### src/hdl/irq_bank_cfg.svh
// Purpose: Offsets, field positions and reset values of the peripheral interrupt enable bank.
// Assumes: Four-bit register address, eight-bit register data.
// Notes:   Definitions only; included by bare name.
`ifndef IRQ_BANK_CFG_SVH
`define IRQ_BANK_CFG_SVH

// Register offsets
`define OFS_ENABLE_1        4'h0
`define OFS_ENABLE_2        4'h1
`define OFS_ENABLE_3        4'h2
`define OFS_ENABLE_4        4'h3
`define OFS_FLAG_1          4'h4
`define OFS_FLAG_2          4'h5
`define OFS_FLAG_3          4'h6
`define OFS_FLAG_4          4'h7
`define OFS_MAIN_CTRL       4'h8
`define OFS_STATUS          4'h9

// Reset values
`define RST_BYTE            8'h00

// Implemented bits of each bank
`define IMPL_BANK_1         8'hff
`define IMPL_BANK_2         8'hef
`define IMPL_BANK_3         8'h3f
`define IMPL_BANK_4         8'hff

// Main control fields
`define GLOBAL_GATE_BIT     7
`define GROUP_GATE_BIT      6

// Status fields
`define STAT_REQUEST_BIT    0
`define STAT_ANY_BIT        1

// Bank 1 source positions
`define TIMER1_GATE_ACQ_BIT 7
`define ADC_DONE_BIT        6
`define SERIAL_RX_BIT       5
`define SERIAL_TX_BIT       4
`define SYNC_SERIAL_BIT     3
`define CAPTURE_UNIT1_BIT   2
`define TIMER2_MATCH_BIT    1
`define TIMER1_OVERFLOW_BIT 0

// Bank 2 source positions
`define OSC_FAIL_BIT        7
`define COMPARATOR2_BIT     6
`define COMPARATOR1_BIT     5
`define BUS_COLLISION_BIT   3
`define TIMER6_MATCH_BIT    2
`define TIMER4_MATCH_BIT    1
`define CAPTURE_UNIT2_BIT   0

// Bank 3 source positions
`define WAVEFORM_GEN_BIT    5
`define ZERO_CROSS_BIT      4
`define LOGIC_CELL4_BIT     3
`define LOGIC_CELL3_BIT     2
`define LOGIC_CELL2_BIT     1
`define LOGIC_CELL1_BIT     0

// Bank 4 source positions
`define MEMORY_SCANNER_BIT  7
`define CHECKSUM_UNIT_BIT   6
`define MEASURE2_WIDTH_BIT  5
`define MEASURE2_PERIOD_BIT 4
`define MEASURE2_MATCH_BIT  3
`define MEASURE1_WIDTH_BIT  2
`define MEASURE1_PERIOD_BIT 1
`define MEASURE1_MATCH_BIT  0

`endif

### src/hdl/irq_bank_pkg.sv
// Purpose: Types shared by the peripheral interrupt enable bank.
// Assumes: Constants come from irq_bank_cfg.svh.
// Notes:   No constants here, only types.
package irq_bank_pkg;

  typedef logic [7:0] byte_t;
  typedef logic [3:0][7:0] bank_t;

  typedef struct packed
  {
    logic       wr;
    logic       rd;
    logic [3:0] addr;
    byte_t      wdata;
  } bus_req_s;

  typedef struct packed
  {
    byte_t flags;
  } flag_state_s;

  typedef struct packed
  {
    bank_t enable;
    logic  global_irq_gate;
    logic  peripheral_group_gate;
    byte_t rd_data;
    logic  irq;
    logic  any_unmasked;
  } bank_state_s;

endpackage

### src/hdl/sticky_flag_byte.sv
// Purpose: One byte of sticky event flags, cleared by writing ones.
// Assumes: Set pulses come from logic on the same clock.
// Notes:   A set in the same cycle as its clear wins.
`timescale 1ns/1ps
`include "irq_bank_cfg.svh"
module sticky_flag_byte
#(
  parameter logic [7:0] IMPL_MASK = 8'hff
)
(
  // Clock and reset
  input  wire logic                clock,
  input  wire logic                rstn,
  // Events and clear
  input  wire irq_bank_pkg::byte_t set_pulse,
  input  wire logic                clr_wr,
  input  wire irq_bank_pkg::byte_t clr_data,
  // Flags
  output irq_bank_pkg::byte_t      flags
);

  irq_bank_pkg::flag_state_s st_reg;
  irq_bank_pkg::flag_state_s st_next;

  always_comb
  begin
    st_next = st_reg;
    if (clr_wr)
    begin
      st_next.flags = st_next.flags & ~clr_data;
    end
    // Set regardless of any enable or gate, see RQ9
    st_next.flags = (st_next.flags | set_pulse) & IMPL_MASK;
  end

  always_ff @(posedge clock or negedge rstn)
  begin
    if (!rstn)
    begin
      st_reg <= '{flags: `RST_BYTE};
    end
    else
    begin
      st_reg <= st_next;
    end
  end

  assign flags = st_reg.flags;

endmodule

### src/hdl/periph_irq_enable_bank.sv
// Purpose: Four banks of peripheral interrupt enables, their flags and the request to the core.
// Assumes: Event inputs are one-cycle pulses from logic on the same clock.
// Notes:   Register port answers reads one cycle later and never stalls.
//
// Implementation choices: the register addresses and the address-and-strobe port.
`timescale 1ns/1ps
`include "irq_bank_cfg.svh"

// Notes on behaviour
// RQ1 - Enable bits have no effect unless the peripheral group gate is set; status bit 1 still shows enabled flags while the group gate is clear.
// RQ2 - Every implemented enable bit is read and write and resets to zero on any reset.
// RQ3 - Bit 4 of the second bank and bits 7 and 6 of the third bank always read zero.
// RQ4 - An enable bit of one lets its source through and zero blocks it.
// RQ5 - The first bank holds timer1 gate, ADC, serial rx, serial tx, sync serial, capture 1, timer2, timer1 overflow.
// RQ6 - The second bank holds oscillator fail, comparators 2 and 1, bus collision, timer6, timer4, capture 2.
// RQ7 - The third bank holds waveform generator, zero cross and logic cells 4 to 1.
// RQ8 - The fourth bank holds scanner, CRC and the width, period and match sources of both measure timers.
// RQ9 - A flag sets on its event whatever the state of any enable or gate.
// RQ10 - With the global gate clear no peripheral request reaches the core.
// RQ11 - The request is the OR of flag and enable, qualified by the group gate, then by the global gate; the code ORs each flag ANDed with its enable.
module periph_irq_enable_bank
(
  // Clock and reset
  input  wire logic                   clock,
  input  wire logic                   rstn,
  // Register port
  input  wire irq_bank_pkg::bus_req_s reg_req,
  output irq_bank_pkg::byte_t         rd_data,
  // Core handshake
  input  wire logic                   irq_taken,
  input  wire logic                   irq_return,
  // Bank 1 events
  input  wire logic                   timer1_gate_acq_evt,
  input  wire logic                   adc_done_evt,
  input  wire logic                   serial_rx_evt,
  input  wire logic                   serial_tx_evt,
  input  wire logic                   sync_serial_evt,
  input  wire logic                   capture_unit1_evt,
  input  wire logic                   timer2_match_evt,
  input  wire logic                   timer1_overflow_evt,
  // Bank 2 events
  input  wire logic                   osc_fail_evt,
  input  wire logic                   comparator2_evt,
  input  wire logic                   comparator1_evt,
  input  wire logic                   bus_collision_evt,
  input  wire logic                   timer6_match_evt,
  input  wire logic                   timer4_match_evt,
  input  wire logic                   capture_unit2_evt,
  // Bank 3 events
  input  wire logic                   waveform_gen_evt,
  input  wire logic                   zero_cross_evt,
  input  wire logic                   logic_cell4_evt,
  input  wire logic                   logic_cell3_evt,
  input  wire logic                   logic_cell2_evt,
  input  wire logic                   logic_cell1_evt,
  // Bank 4 events
  input  wire logic                   memory_scanner_evt,
  input  wire logic                   checksum_unit_evt,
  input  wire logic                   measure2_width_acq_evt,
  input  wire logic                   measure2_period_acq_evt,
  input  wire logic                   measure2_match_evt,
  input  wire logic                   measure1_width_acq_evt,
  input  wire logic                   measure1_period_acq_evt,
  input  wire logic                   measure1_match_evt,
  // Request to core
  output logic                        irq_to_core
);

  localparam irq_bank_pkg::bank_t IMPL = {`IMPL_BANK_4, `IMPL_BANK_3, `IMPL_BANK_2, `IMPL_BANK_1};

  irq_bank_pkg::bank_state_s st_reg;
  irq_bank_pkg::bank_state_s st_next;
  irq_bank_pkg::bank_t       events;
  irq_bank_pkg::bank_t       flags;
  logic [3:0]                flag_clr;
  logic [3:0]                enable_wr;
  logic                      ctrl_wr;
  logic [3:0]                enable_rd;
  logic [3:0]                flag_rd;
  logic                      ctrl_rd;
  logic                      status_rd;
  irq_bank_pkg::bank_t       masked;
  irq_bank_pkg::bank_t       enable_view;
  logic [3:0]                bank_pending;
  logic                      any_pending;
  logic                      group_req;
  logic                      core_req;
  irq_bank_pkg::byte_t       ctrl_view;
  irq_bank_pkg::byte_t       status_view;

  // Source placement in each bank
  always_comb
  begin
    events = '0;
    // see RQ5
    events[0][`TIMER1_GATE_ACQ_BIT] = timer1_gate_acq_evt;
    events[0][`ADC_DONE_BIT]        = adc_done_evt;
    events[0][`SERIAL_RX_BIT]       = serial_rx_evt;
    events[0][`SERIAL_TX_BIT]       = serial_tx_evt;
    events[0][`SYNC_SERIAL_BIT]     = sync_serial_evt;
    events[0][`CAPTURE_UNIT1_BIT]   = capture_unit1_evt;
    events[0][`TIMER2_MATCH_BIT]    = timer2_match_evt;
    events[0][`TIMER1_OVERFLOW_BIT] = timer1_overflow_evt;
    // see RQ6
    events[1][`OSC_FAIL_BIT]        = osc_fail_evt;
    events[1][`COMPARATOR2_BIT]     = comparator2_evt;
    events[1][`COMPARATOR1_BIT]     = comparator1_evt;
    events[1][`BUS_COLLISION_BIT]   = bus_collision_evt;
    events[1][`TIMER6_MATCH_BIT]    = timer6_match_evt;
    events[1][`TIMER4_MATCH_BIT]    = timer4_match_evt;
    events[1][`CAPTURE_UNIT2_BIT]   = capture_unit2_evt;
    // see RQ7
    events[2][`WAVEFORM_GEN_BIT]    = waveform_gen_evt;
    events[2][`ZERO_CROSS_BIT]      = zero_cross_evt;
    events[2][`LOGIC_CELL4_BIT]     = logic_cell4_evt;
    events[2][`LOGIC_CELL3_BIT]     = logic_cell3_evt;
    events[2][`LOGIC_CELL2_BIT]     = logic_cell2_evt;
    events[2][`LOGIC_CELL1_BIT]     = logic_cell1_evt;
    // see RQ8
    events[3][`MEMORY_SCANNER_BIT]  = memory_scanner_evt;
    events[3][`CHECKSUM_UNIT_BIT]   = checksum_unit_evt;
    events[3][`MEASURE2_WIDTH_BIT]  = measure2_width_acq_evt;
    events[3][`MEASURE2_PERIOD_BIT] = measure2_period_acq_evt;
    events[3][`MEASURE2_MATCH_BIT]  = measure2_match_evt;
    events[3][`MEASURE1_WIDTH_BIT]  = measure1_width_acq_evt;
    events[3][`MEASURE1_PERIOD_BIT] = measure1_period_acq_evt;
    events[3][`MEASURE1_MATCH_BIT]  = measure1_match_evt;
  end

  // Write decode, one strobe per writable register; status and unmapped offsets strobe nothing
  always_comb
  begin
    flag_clr  = '0;
    enable_wr = '0;
    ctrl_wr   = 1'b0;
    if (reg_req.wr)
    begin
      case (reg_req.addr)
        `OFS_ENABLE_1:  enable_wr[0] = 1'b1;
        `OFS_ENABLE_2:  enable_wr[1] = 1'b1;
        `OFS_ENABLE_3:  enable_wr[2] = 1'b1;
        `OFS_ENABLE_4:  enable_wr[3] = 1'b1;
        `OFS_FLAG_1:    flag_clr[0]  = 1'b1;
        `OFS_FLAG_2:    flag_clr[1]  = 1'b1;
        `OFS_FLAG_3:    flag_clr[2]  = 1'b1;
        `OFS_FLAG_4:    flag_clr[3]  = 1'b1;
        `OFS_MAIN_CTRL: ctrl_wr      = 1'b1;
        default:        ctrl_wr      = 1'b0;
      endcase
    end
  end

  // Read decode; status is read only and has no write strobe
  always_comb
  begin
    enable_rd = '0;
    flag_rd   = '0;
    ctrl_rd   = 1'b0;
    status_rd = 1'b0;
    if (reg_req.rd)
    begin
      case (reg_req.addr)
        `OFS_ENABLE_1:  enable_rd[0] = 1'b1;
        `OFS_ENABLE_2:  enable_rd[1] = 1'b1;
        `OFS_ENABLE_3:  enable_rd[2] = 1'b1;
        `OFS_ENABLE_4:  enable_rd[3] = 1'b1;
        `OFS_FLAG_1:    flag_rd[0]   = 1'b1;
        `OFS_FLAG_2:    flag_rd[1]   = 1'b1;
        `OFS_FLAG_3:    flag_rd[2]   = 1'b1;
        `OFS_FLAG_4:    flag_rd[3]   = 1'b1;
        `OFS_MAIN_CTRL: ctrl_rd      = 1'b1;
        `OFS_STATUS:    status_rd    = 1'b1;
        default:        status_rd    = 1'b0;
      endcase
    end
  end

  genvar gi;
  generate
    for (gi = 0; gi < 4; gi++)
    begin : g_flag
      sticky_flag_byte
      #(
        .IMPL_MASK (IMPL[gi])
      )
      u_flags
      (
        .clock     (clock),
        .rstn      (rstn),
        .set_pulse (events[gi]),
        .clr_wr    (flag_clr[gi]),
        .clr_data  (reg_req.wdata),
        .flags     (flags[gi])
      );
    end
  endgenerate

  // Per-bank pending requests, active high, see RQ4
  always_comb
  begin
    masked = flags & st_reg.enable;
    for (int b = 0; b < 4; b++)
    begin
      bank_pending[b] = |masked[b];
    end
    any_pending = |bank_pending;
  end

  // Group gate first, then global gate, see RQ11 see RQ1 see RQ10
  always_comb
  begin
    group_req = st_reg.peripheral_group_gate & any_pending;
    core_req  = st_reg.global_irq_gate & group_req;
  end

  // Read views; positions outside the fields read zero, see RQ3
  always_comb
  begin
    enable_view                  = st_reg.enable & IMPL;
    ctrl_view                    = `RST_BYTE;
    ctrl_view[`GLOBAL_GATE_BIT]  = st_reg.global_irq_gate;
    ctrl_view[`GROUP_GATE_BIT]   = st_reg.peripheral_group_gate;
  end

  // Status shows registered copies, so it trails the flags by a cycle
  always_comb
  begin
    status_view                    = `RST_BYTE;
    status_view[`STAT_REQUEST_BIT] = st_reg.irq;
    status_view[`STAT_ANY_BIT]     = st_reg.any_unmasked;
  end

  always_comb
  begin
    st_next = st_reg;

    // Register writes, unimplemented positions never store, see RQ2 see RQ3
    for (int b = 0; b < 4; b++)
    begin
      if (enable_wr[b])
      begin
        st_next.enable[b] = reg_req.wdata & IMPL[b];
      end
    end
    if (ctrl_wr)
    begin
      st_next.global_irq_gate       = reg_req.wdata[`GLOBAL_GATE_BIT];
      st_next.peripheral_group_gate = reg_req.wdata[`GROUP_GATE_BIT];
    end

    // Core entry clears the global gate and return restores it; entry wins
    if (irq_return)
    begin
      st_next.global_irq_gate = 1'b1;
    end
    if (irq_taken)
    begin
      st_next.global_irq_gate = 1'b0;
    end

    // Read data stand one cycle only, zero otherwise
    st_next.rd_data = `RST_BYTE;
    // Strobes are one-hot, so at most one branch hits
    for (int b = 0; b < 4; b++)
    begin
      if (enable_rd[b])
      begin
        // see RQ3
        st_next.rd_data = enable_view[b];
      end
      if (flag_rd[b])
      begin
        st_next.rd_data = flags[b];
      end
    end

    if (ctrl_rd)
    begin
      st_next.rd_data = ctrl_view;
    end
    if (status_rd)
    begin
      st_next.rd_data = status_view;
    end

    // Registered so the output pin comes straight from a flop
    st_next.any_unmasked = any_pending;
    st_next.irq          = core_req;
  end

  always_ff @(posedge clock or negedge rstn)
  begin
    if (!rstn)
    begin
      // All state clears on any reset, see RQ2
      st_reg <= '0;
    end
    else
    begin
      st_reg <= st_next;
    end
  end

  assign rd_data     = st_reg.rd_data;
  assign irq_to_core = st_reg.irq;

endmodule

### config.mk
export PLATFORM = sky130hd
export DESIGN_NAME = periph_irq_enable_bank
export DESIGN_NICKNAME = d
export VERILOG_FILES = /design/src/hdl/irq_bank_pkg.sv /design/src/hdl/sticky_flag_byte.sv /design/src/hdl/periph_irq_enable_bank.sv
export VERILOG_INCLUDE_DIRS = /design/src /design/src/hdl
export SDC_FILE = /design/constraint.sdc
export NUM_CORES = 1
export LEC_CHECK = 0
export ABC_AREA = 1
export ABC_CLOCK_PERIOD_IN_PS = 1700
export BUFFER_PORTS_ARGS = -buffer_cell sky130_fd_sc_hd__buf_2
export CORE_MARGIN = 3
export CORE_UTILIZATION = 40
export DETAILED_ROUTE_END_ITERATION = 7
export GPL_TIMING_DRIVEN = 0
export HOLD_SLACK_MARGIN = 0.02
export SLEW_MARGIN = 10
export SYNTH_ARGS = -nofsm -noshare
export SYNTH_HDL_FRONTEND = slang
export SYNTH_HIERARCHICAL = 1
export SYNTH_SLANG_ARGS = --single-unit
### constraint.sdc
create_clock -name clock -period 1.7 [get_ports clock]
set_clock_uncertainty 0.2 [all_clocks]
set_input_delay 0.085 -clock clock [delete_from_list [all_inputs] [get_ports clock]]
set_output_delay 0.085 -clock clock [all_outputs]
set_load 0.02 [all_outputs]
==> results of run 1 <==
-- cells in the final DEF (no fill, tap or decap), types with 2 or more instances in the layout --
master and instances:
a21oi_1 15, a22o_1 5, buf_2 58, buf_4 15, bufinv_16 3, clkbuf_1 2
clkbuf_8 10, conb_1 3, dfrtp_1 70, dlygate4sd3_1 59, inv_1 54, inv_2 4
nand2_1 207, nand2_2 3, nand2_4 4, nand3_1 14, nand4_1 9, nor2_1 22
nor2_4 10, nor3_1 5, o21ai_0 34, or2_0 7
-- cell type report --
cell class,instances,share of cell area
buffer,18,0.0239
clock buffer,11,0.0284
clock inverter,5,0.0213
inverter,59,0.0449
multi-input combinational,345,0.323
sequential,70,0.351
tap,108,0.0271
timing repair buffer,116,0.180
-- worst paths after layout --
path	cells after the start	end	startpoint	slack (ps)
max	6	ctrl_view[7]	reg_req[13]	60
min	2	g_flag[0].u_flags/flags[7]	rstn	10
max reg2reg	3	ctrl_view[7]	ctrl_view[7]	190
min reg2reg	2	rd_data[1]	st_reg[0]	270
max in group asynchronous	3	enable_view[11]	rstn	710
min in group clock	5	rd_data[5]	reg_req[9]	50
-- stage by stage --
stage,TNS [ps],hold WS [ps]
final,0,14.9
after global routing,0,71.3
after CTS,0,26.4
after detailed placement,-2460,-139
after global placement,-5930,36.8
after floorplan,0,-411
-- per-layer routing --
metal,share of wire,wire (µm)
met5,0,0
met4,0.022,227
met3,0.039,401
met2,0.47,4870
met1,0.47,4870
-- worst reg2reg max path, cell delays in order, from the launching register on --
cell and delay, ps:
dfrtp_1 420, a21oi_2 150, a21oi_1 60, dlygate4sd3_1 560
-- power by group through the flow --
stage	Combinational, mW	Clock, mW	Sequential, mW
finish	0.725	1.67	1.96
global route	0.827	1.77	1.99
CTS	0.722	1.70	1.96
detailed placement	0.632	0	1.99
global placement	0.615	0	1.99
floorplan	0.403	0	1.96
-- repair_timing --
item	CTS	global route
resized for setup	0	6
endpoints found under the setup margin	0	23
endpoints found under the hold margin	132	0
setup buffers	0	2
hold buffers	59	0
==> metrics.md, run 1 <==
| Metric | Value |
|---|---|
| Status | `finished, final reports clean` |
| Cell Chain, Critical Path | `buf_2 -> dlygate4sd3_1 -> nand3_2 -> a21oi_2 -> a21oi_1 -> dlygate4sd3_1` |
| Slowest stage cell, crit path | `dlygate4sd3_1` |
| RSZ-0062 raised after global routing | `no` |
| Starting Density | `0.416` |
| Internal power | `3.19 mW` |
| Max Slew Vio Count | `0` |
| Largest net degree at the start of global routing | `40` |
| Worst Tran Pin Value | `975 ps` |
| Avg Inst Size Synth | `7.49 µm²` |
| Max-Cap Viols | `0` |
| Routing usage on met2 | `0.363` |
| Sw power | `1.17 mW` |
| Vert. Die Dim | `102 µm` |
| Yosys Warn Count | `6` |
| Fin cells | `732` |
| Switching part of the total | `0.268` |
| Total grt overflow | `0` |
| Clock share of power | `0.384` |
| Core ar. | `0.00885 mm²` |
| Tcrit/Tclk final | `0.963` |
| Tmin final | `1640 ps` |
| Length of the first detailed-routing pass in iterations | `4` |
| Busiest grt layer | `met2` |
| Multi-input logic area | `0.00161 mm²` |
| Worst-Skew Late Latency | `350 ps` |
| Worst path bufs/invs | `3` |
| Critical path type | `in -> reg` |
| ANT nets after route | `0` |
| Clk sinks | `70` |
| Root Driver | `clkbuf_8` |
| Die area | `0.0104 mm²` |
| I/O Buffers | `54` |
| Tot Pwr | `4.36 mW` |
| Fillers | `862` |
| Routability congestion estimate | `0.865` |
| Fraction of layout cells with a size suffix above 1 | `0.186` |
| Final instance area | `0.00498 mm²` |
| Leak | `2.54 nW` |
| Final hold viol count | `0` |
| Initial antenna violation count | `0` |
| CP startpoint kind | `input port` |
| Setup WS post-layout | `63.2 ps` |
| Post-DP HPWL | `7650 µm` |
| FMAX | `611 MHz` |
| Met3 Usage GRT | `0.0232` |
| Part of the power in registers | `0.450` |
| Post-Route Utilization | `0.563` |
| Register area | `0.00175 mm²` |
| Vias | `3,459` |
| Critical Path AT | `1670 ps` |
| Logic pwr share | `0.166` |
| DIE WIDTH | `102 µm` |
| H-tree levels | `3` |
| Final setup violating endpoints | `0` |
| # rows | `34` |
| GR Util All Layers | `0.218` |
| CP max stage delay | `570 ps` |
| P per Cell Area | `874 mW/mm²` |
| Most frequent cell on the critical path | `dlygate4sd3_1` |
| Rel. slew slack | `0.345` |
| CP top delay family | `buffers and inverters` |
| GR Util met1 | `0.298` |
| Critical-path maximum fanout | `4` |
| HP Class | `in -> async` |
| Placed Area | `0.00411 mm²` |
| CP Capture Type | `flip-flop` |
| Placed cell count | `655` |
| Starting DRT DRC Count | `141` |
| CTS tree | `yes` |
| Io pins | `56` |
| Max IR drop VDD | `0.429 mV` |
| Number of global-route vias before repair | `3,521` |
| Drc violations | `0` |
| Nets | `666` |
| Clock transition at the registers of the reported paths | `80 ps` |
| WL final | `10,400 µm` |
| Routed vias/inst | `4.73` |
| Mapped Area | `0.00368 mm²` |
| Pre-CTS WS | `-317 ps` |
| Post-synthesis cell count | `491` |
| Total CTS buffers | `9` |
| Layout overhead on the synthesized area | `35.4%` |
| CP required | `1730 ps` |
| CTS Buffer Depth | `2` |
| ANT cells | `0` |
| First-pass GRT wire length | `17,500 µm` |
| Wire length per cell | `14.2 µm` |
Power figures use the tool's default switching activity.
==> inputs of run 2 (changes only) <==
- CORE_UTILIZATION: 40 -> 57
- PLACE_DENSITY: not set -> 0.87
==> run 2 against run 1 <==
Against the previous run:
- sequential share of layout area increased by 0.35 points
- register-to-register slack got worse by 40 ps
- critical path depth is 4 higher
- flip-flop and latch count unchanged
- largest power group unchanged
- combinational power up 4.0%
- clock power decreased by 20%
- hold slack better by 25 ps
==> metrics.md, run 2 (synthesized netlist as in run 1, its figures left out) <==
| Metric | Value |
|---|---|
| Starting Density | `0.604 (+0.188)` |
| DIE WIDTH | `86.3 µm (-15%)` |
| P per Cell Area | `822 mW/mm² (-6.0%)` |
| Worst-case reg-to-reg path depth | `3 (unchanged)` |
| Starting DRT DRC Count | `347 (+150%)` |
| Fraction of layout cells with a size suffix above 1 | `0.187 (+0.00100)` |
| CTS tree | `yes` |
| Clk sinks | `70 (unchanged)` |
| CP top delay family | `buffers and inverters` |
| Slowest stage cell, crit path | `dlygate4sd3_1` |
| Critical Path AT | `1710 ps (+40 ps)` |
| Root Driver | `clkbuf_8` |
| Most common cell after layout, fill and taps aside | `nand2_1` |
| Max Slew Vio Count | `0 (unchanged)` |
| Reg2Reg Setup Slack | `150 ps (-40 ps)` |
| Post-DP HPWL | `6980 µm (-8.7%)` |
| CP max stage delay | `550 ps (-20 ps)` |
| Largest net degree at the start of global routing | `37 (-7.5%)` |
| Leak | `2.55 nW (+0.61%)` |
| H-tree levels | `3 (unchanged)` |
| Worst path bufs/invs | `4 (+1)` |
| Routed vias/inst | `5.36 (+13%)` |
| ANT cells | `0 (unchanged)` |
| Tot Pwr | `4.06 mW (-6.9%)` |
| Setup Total Neg Slack | `0 ps (unchanged)` |
| RR Endpoint | `ctrl_view[7]` |
| Sw power | `1.13 mW (-3.1%)` |
| Critical Path Stages | `10 (+4)` |
| Total grt overflow | `0 (unchanged)` |
| Switching part of the total | `0.279 (+0.0110)` |
| WL final | `10,800 µm (+4.0%)` |
| CP Capture Type | `flip-flop` |
| Length of the first detailed-routing pass in iterations | `5 (+1)` |
| Worst-Skew Late Latency | `350 ps (about the same)` |
| First-pass GRT wire length | `17,200 µm (-1.4%)` |
| Cell Chain, Critical Path | `buf_2 -> inv_2 -> nor2_2 -> nand2_2 -> nor2_1 -> clkbuf_4 -> nand2_1 -> nand2_1 -> nand2_1 -> dlygate4sd3_1` |
| Io pins | `56 (unchanged)` |
| Routability congestion estimate | `0.929 (+7.3%)` |
| Rel. slew slack | `0.336 (-0.00956)` |
| Core ar. | `0.00610 mm² (-31%)` |
| Drc violations | `0 (unchanged)` |
| HP Class | `in -> async` |
| Max IR drop VDD | `0.848 mV (+98%)` |
| FMAX | `596 MHz (-2.5%)` |
| Number of global-route vias before repair | `3,631 (+3.1%)` |
| ANT nets after route | `0 (unchanged)` |
| Worst setup path endpoint | `g_flag[3].u_flags/flags[3]` |
| I/O Buffers | `54 (unchanged)` |
| Nets | `670 (+0.60%)` |
| Clock share of power | `0.327 (-0.057)` |
| Worst Tran Pin Value | `989 ps (+14.2 ps)` |
| Clock transition at the registers of the reported paths | `70 ps (about the same)` |
| RSZ-0062 raised after global routing | `yes` |
| Total CTS buffers | `9 (unchanged)` |
| Final setup violating endpoints | `0 (unchanged)` |
| Wire length per cell | `15.4 µm (+8.6%)` |
| Critical path type | `in -> reg` |
| Most frequent cells in the layout | `nand2_1 (206), dfrtp_1 (70), dlygate4sd3_1 (59)` |
| Max-Cap Viols | `0 (unchanged)` |
| Initial antenna violation count | `0 (unchanged)` |
| Vias | `3,758 (+8.6%)` |
| Crit path from | `reg_req[10]` |
| Final hold viol count | `0 (unchanged)` |
| Critical-path maximum fanout | `8 (+4)` |
| Status | `finished, final reports clean` |
| Internal power | `2.92 mW (-8.3%)` |
| CP required | `1730 ps (about the same)` |
| CTS Buffer Depth | `2 (unchanged)` |
| # rows | `28 (-18%)` |
| Tmin final | `1680 ps (+41.5 ps)` |
| Vert. Die Dim | `86.3 µm (-15%)` |
| GR Util All Layers | `0.303 (+0.0843)` |
| Logic pwr share | `0.186 (+0.020)` |
| CP startpoint kind | `input port` |
| Part of the power in registers | `0.487 (+0.037)` |
| Die area | `0.00746 mm² (-28%)` |
| Reg2reg start | `ctrl_view[7]` |
| Most frequent cell on the critical path | `nand2_1` |
| Tcrit/Tclk final | `0.987 (+0.0244)` |
| Layout overhead on the synthesized area | `34.1%` |
==> run 2: through the flow <==
| step | hold WS [ps] | setup slack (ps) | cells | utilization | area [µm²] |
|---|---|---|---|---|---|
| 5_1_grt | 75.1 | -4.64 | 701 | 0.810 | 4930 |
| 4_1_cts | 32.6 | 11.2 | 696 | 0.797 | 4860 |
| 2_1_floorplan | -411 | 288 | 492 | - | 3680 |
| 3_5_place_dp | -133 | -181 | 622 | 0.668 | 4070 |
| 3_3_place_gp | 35.4 | -138 | 621 | 0.664 | 4050 |
| 6_report | 39.4 | 21.7 | 701 | 0.810 | 4930 |
==> run 2: how the worst min path moves through the flow <==
stage,cells after the start,startpoint,to
floorplan,0,rstn,ctrl_view[6]
global placement,2,irq_taken,ctrl_view[7]
detailed placement,1,rstn,g_flag[0].u_flags/flags[7]
CTS,2,rstn,g_flag[0].u_flags/flags[7]
global route,2,rstn,g_flag[0].u_flags/flags[7]
finish,2,rstn,g_flag[0].u_flags/flags[7]
==> run 2: routing by layer <==
| layer | track usage | share of wire |
|---|---|---|
| met1 | 0.377 | 0.38 |
| met2 | 0.504 | 0.48 |
| met3 | 0.0684 | 0.090 |
| met4 | 0.133 | 0.045 |
| met5 | 0 | 0 |
==> run 2: timing repair <==
item,in CTS,in global routing
setup buffers,0,5
hold buffers,60,0
resized for setup,0,12
endpoints found under the hold margin,132,0
endpoints found under the setup margin,0,24
==> run 2: cell type report <==
cell class | instances | area (µm²)
Clock buffer | 13 | 159
Timing Repair Buffer | 120 | 940
Inverter | 59 | 224
Multi-Input combinational cell | 345 | 1620
Tap cell | 75 | 93.8
Buffer | 18 | 121
Clock inverter | 1 | 30.0
Sequential cell | 70 | 1750
Fill cell | 412 | 1160
==> run 2: power by group through the flow <==
stage | logic, mW | clock network [mW] | registers (mW)
after floorplan | 0.403 | 0 | 1.96
after global placement | 0.594 | 0 | 1.99
after detailed placement | 0.621 | 0 | 2.00
after CTS | 0.717 | 1.35 | 1.97
after global routing | 0.838 | 1.41 | 1.99
final | 0.754 | 1.33 | 1.97
==> inputs of run 3 (changes only) <==
- RECOVER_POWER: not set -> 100
==> run 3 against run 2 <==
Against the previous run:
- critical path depth did not move
- non-clock buffer count unchanged
- global-route usage stayed put
- routed wire length down 0.20%
- sequential power barely moved
- flip-flop and latch count unchanged
- setup slack about the same
- via count about the same
- clock-buffer cell count stayed put
- final cell count unchanged
- combinational power hardly changed
- critical endpoint unchanged
==> metrics.md, run 3 (synthesized netlist as in run 1, its figures left out) <==
| Metric | Value |
|---|---|
| Fin cells | `701 (unchanged)` |
| Core ar. | `0.00610 mm² (unchanged)` |
| Critical-path maximum fanout | `8 (unchanged)` |
| HP Class | `in -> reg` |
| Vert. Die Dim | `86.3 µm (unchanged)` |
| Clk sinks | `70 (unchanged)` |
| Final worst hold slack | `56.0 ps (+16.7 ps)` |
| Tcrit/Tclk final | `0.987 (about the same)` |
| Post-DP HPWL | `6980 µm (unchanged)` |
| Clock transition at the registers of the reported paths | `70 ps (about the same)` |
| Root Driver | `clkbuf_8` |
| CP Capture Type | `flip-flop` |
| Fraction of layout cells with a size suffix above 1 | `0.187 (unchanged)` |
| ANT cells | `0 (unchanged)` |
| Number of global-route vias before repair | `3,631 (unchanged)` |
| FMAX | `596 MHz (about the same)` |
| Most frequent cells in the layout | `nand2_1 (206), dfrtp_1 (70), dlygate4sd3_1 (59)` |
| Critical Path AT | `1700 ps (about the same)` |
| Nets | `670 (unchanged)` |
| Final setup violating endpoints | `0 (unchanged)` |
| Tmin final | `1680 ps (+0.118 ps)` |
| RSZ-0062 raised after global routing | `yes` |
| Worst Tran Pin Value | `1010 ps (+18.5 ps)` |
| Leak | `2.55 nW (-0.16%)` |
| I/O Buffers | `54 (unchanged)` |
| GR Util All Layers | `0.303 (unchanged)` |
| # rows | `28 (unchanged)` |
| Io pins | `56 (unchanged)` |
| Starting DRT DRC Count | `325 (-6.3%)` |
| H-tree levels | `3 (unchanged)` |
| CP required | `1720 ps (about the same)` |
| Routed vias/inst | `5.36 (about the same)` |
| P per Cell Area | `822 mW/mm² (about the same)` |
| Die area | `0.00746 mm² (unchanged)` |
| Layout overhead on the synthesized area | `33.8%` |
| Final hold viol count | `0 (unchanged)` |
| Drc violations | `0 (unchanged)` |
| ANT nets after route | `0 (unchanged)` |
| Placed cell count | `622 (unchanged)` |
| Fillers | `416 (+0.97%)` |
| Initial antenna violation count | `0 (unchanged)` |
| Wire length per cell | `15.4 µm (-0.20%)` |
| Routability congestion estimate | `0.929 (unchanged)` |
| Critical path type | `in -> reg` |
| Length of the first detailed-routing pass in iterations | `6 (+1)` |
| First-pass GRT wire length | `17,200 µm (unchanged)` |
| Worst-Skew Late Latency | `340 ps (about the same)` |
| CTS Buffer Depth | `2 (unchanged)` |
| Total CTS buffers | `9 (unchanged)` |
| CTS tree | `yes` |
| Status | `finished, final reports clean` |
| Most common cell after layout, fill and taps aside | `nand2_1` |
| Max-Cap Viols | `0 (unchanged)` |
| DIE WIDTH | `86.3 µm (unchanged)` |
| Largest net degree at the start of global routing | `37 (unchanged)` |
| Starting Density | `0.604 (unchanged)` |
| Max IR drop VDD | `0.831 mV (-2.1%)` |
| WL final | `10,800 µm (-0.20%)` |
| Total grt overflow | `0 (unchanged)` |
| CP startpoint kind | `input port` |
| Multi-input logic area | `0.00162 mm² (unchanged)` |
| Max Slew Vio Count | `0 (unchanged)` |
| Rel. slew slack | `0.323 (-0.0124)` |
| Vias | `3,760 (+0.053%)` |
| Register area | `0.00175 mm² (unchanged)` |
[run 3: cell count changes in the layout (fill, tap and decap cells not counted), sizes merged]
| cell | delta |
|---|---|
| buf | -1 |
| clkbuf | +1 |
[run 3: repair_timing]
item                                    CTS  global route
endpoints found under the hold margin   132             0
resized for setup                         0            12
endpoints found under the setup margin    0            24
buffers inserted                          0             5
hold buffers                             60             0
[run 3: metal layers]
layer / GRT usage / vias up / share of wire
met4: 0.133 / 0 / 0.042
met5: 0 / - / 0
met2: 0.504 / 210 / 0.49
met3: 0.0684 / 50 / 0.089
li1: - / 1772 / -
met1: 0.377 / 1728 / 0.38
[run 3: per-stage QoR]
stage                     worst slack [ps]  area, µm²  TNS, ps  total power, mW   util
after floorplan                        288       3680        0             2.37      -
after global placement                -138       4050     -824             2.58  0.664
after detailed placement              -181       4070     -884             2.62  0.668
after CTS                             11.2       4860        0             4.03  0.797
after global routing                 -4.64       4920    -4.64             4.24  0.808
final                                 21.6       4920        0             4.05  0.808
[run 3: worst paths after layout]
| check | startpoint | depth (start not counted) | slack, ps | endpoint |
|---|---|---|---|---|
| min in group asynchronous | rstn | 2 | 200 | g_flag[0].u_flags/flags[7] |
| worst min register to register | st_reg[0] | 2 | 260 | rd_data[1] |
| max in group asynchronous | rstn | 3 | 290 | g_flag[3].u_flags/flags[4] |
| worst max register to register | ctrl_view[7] | 3 | 150 | ctrl_view[7] |
| worst min-delay path | reg_req[13] | 6 | 60 | enable_view[17] |
| worst max-delay path | reg_req[10] | 10 | 20 | g_flag[3].u_flags/flags[3] |
[run 3: power by group]
part	internal, mW	switching, mW	total [mW]
Combinational	0.339	0.413	0.753
Clock	0.744	0.575	1.32
Sequential	1.84	0.135	1.97
[run 3: critical path, stage by stage]
cell and delay, ps:
buf_2 160, inv_2 50, nor2_2 170, nand2_2 110
nor2_1 130, clkbuf_4 220, nand2_1 90, nand2_1 70
nand2_1 60, dlygate4sd3_1 550
[run 3: final cells by class]
cell class                 count  area share
buffer                        18      0.0247
clock inverter                 1     0.00610
sequential                    70       0.356
tap                           75      0.0191
timing repair buffer         120       0.189
clock buffer                  13      0.0323
inverter                      59      0.0455
multi-input combinational    345       0.328
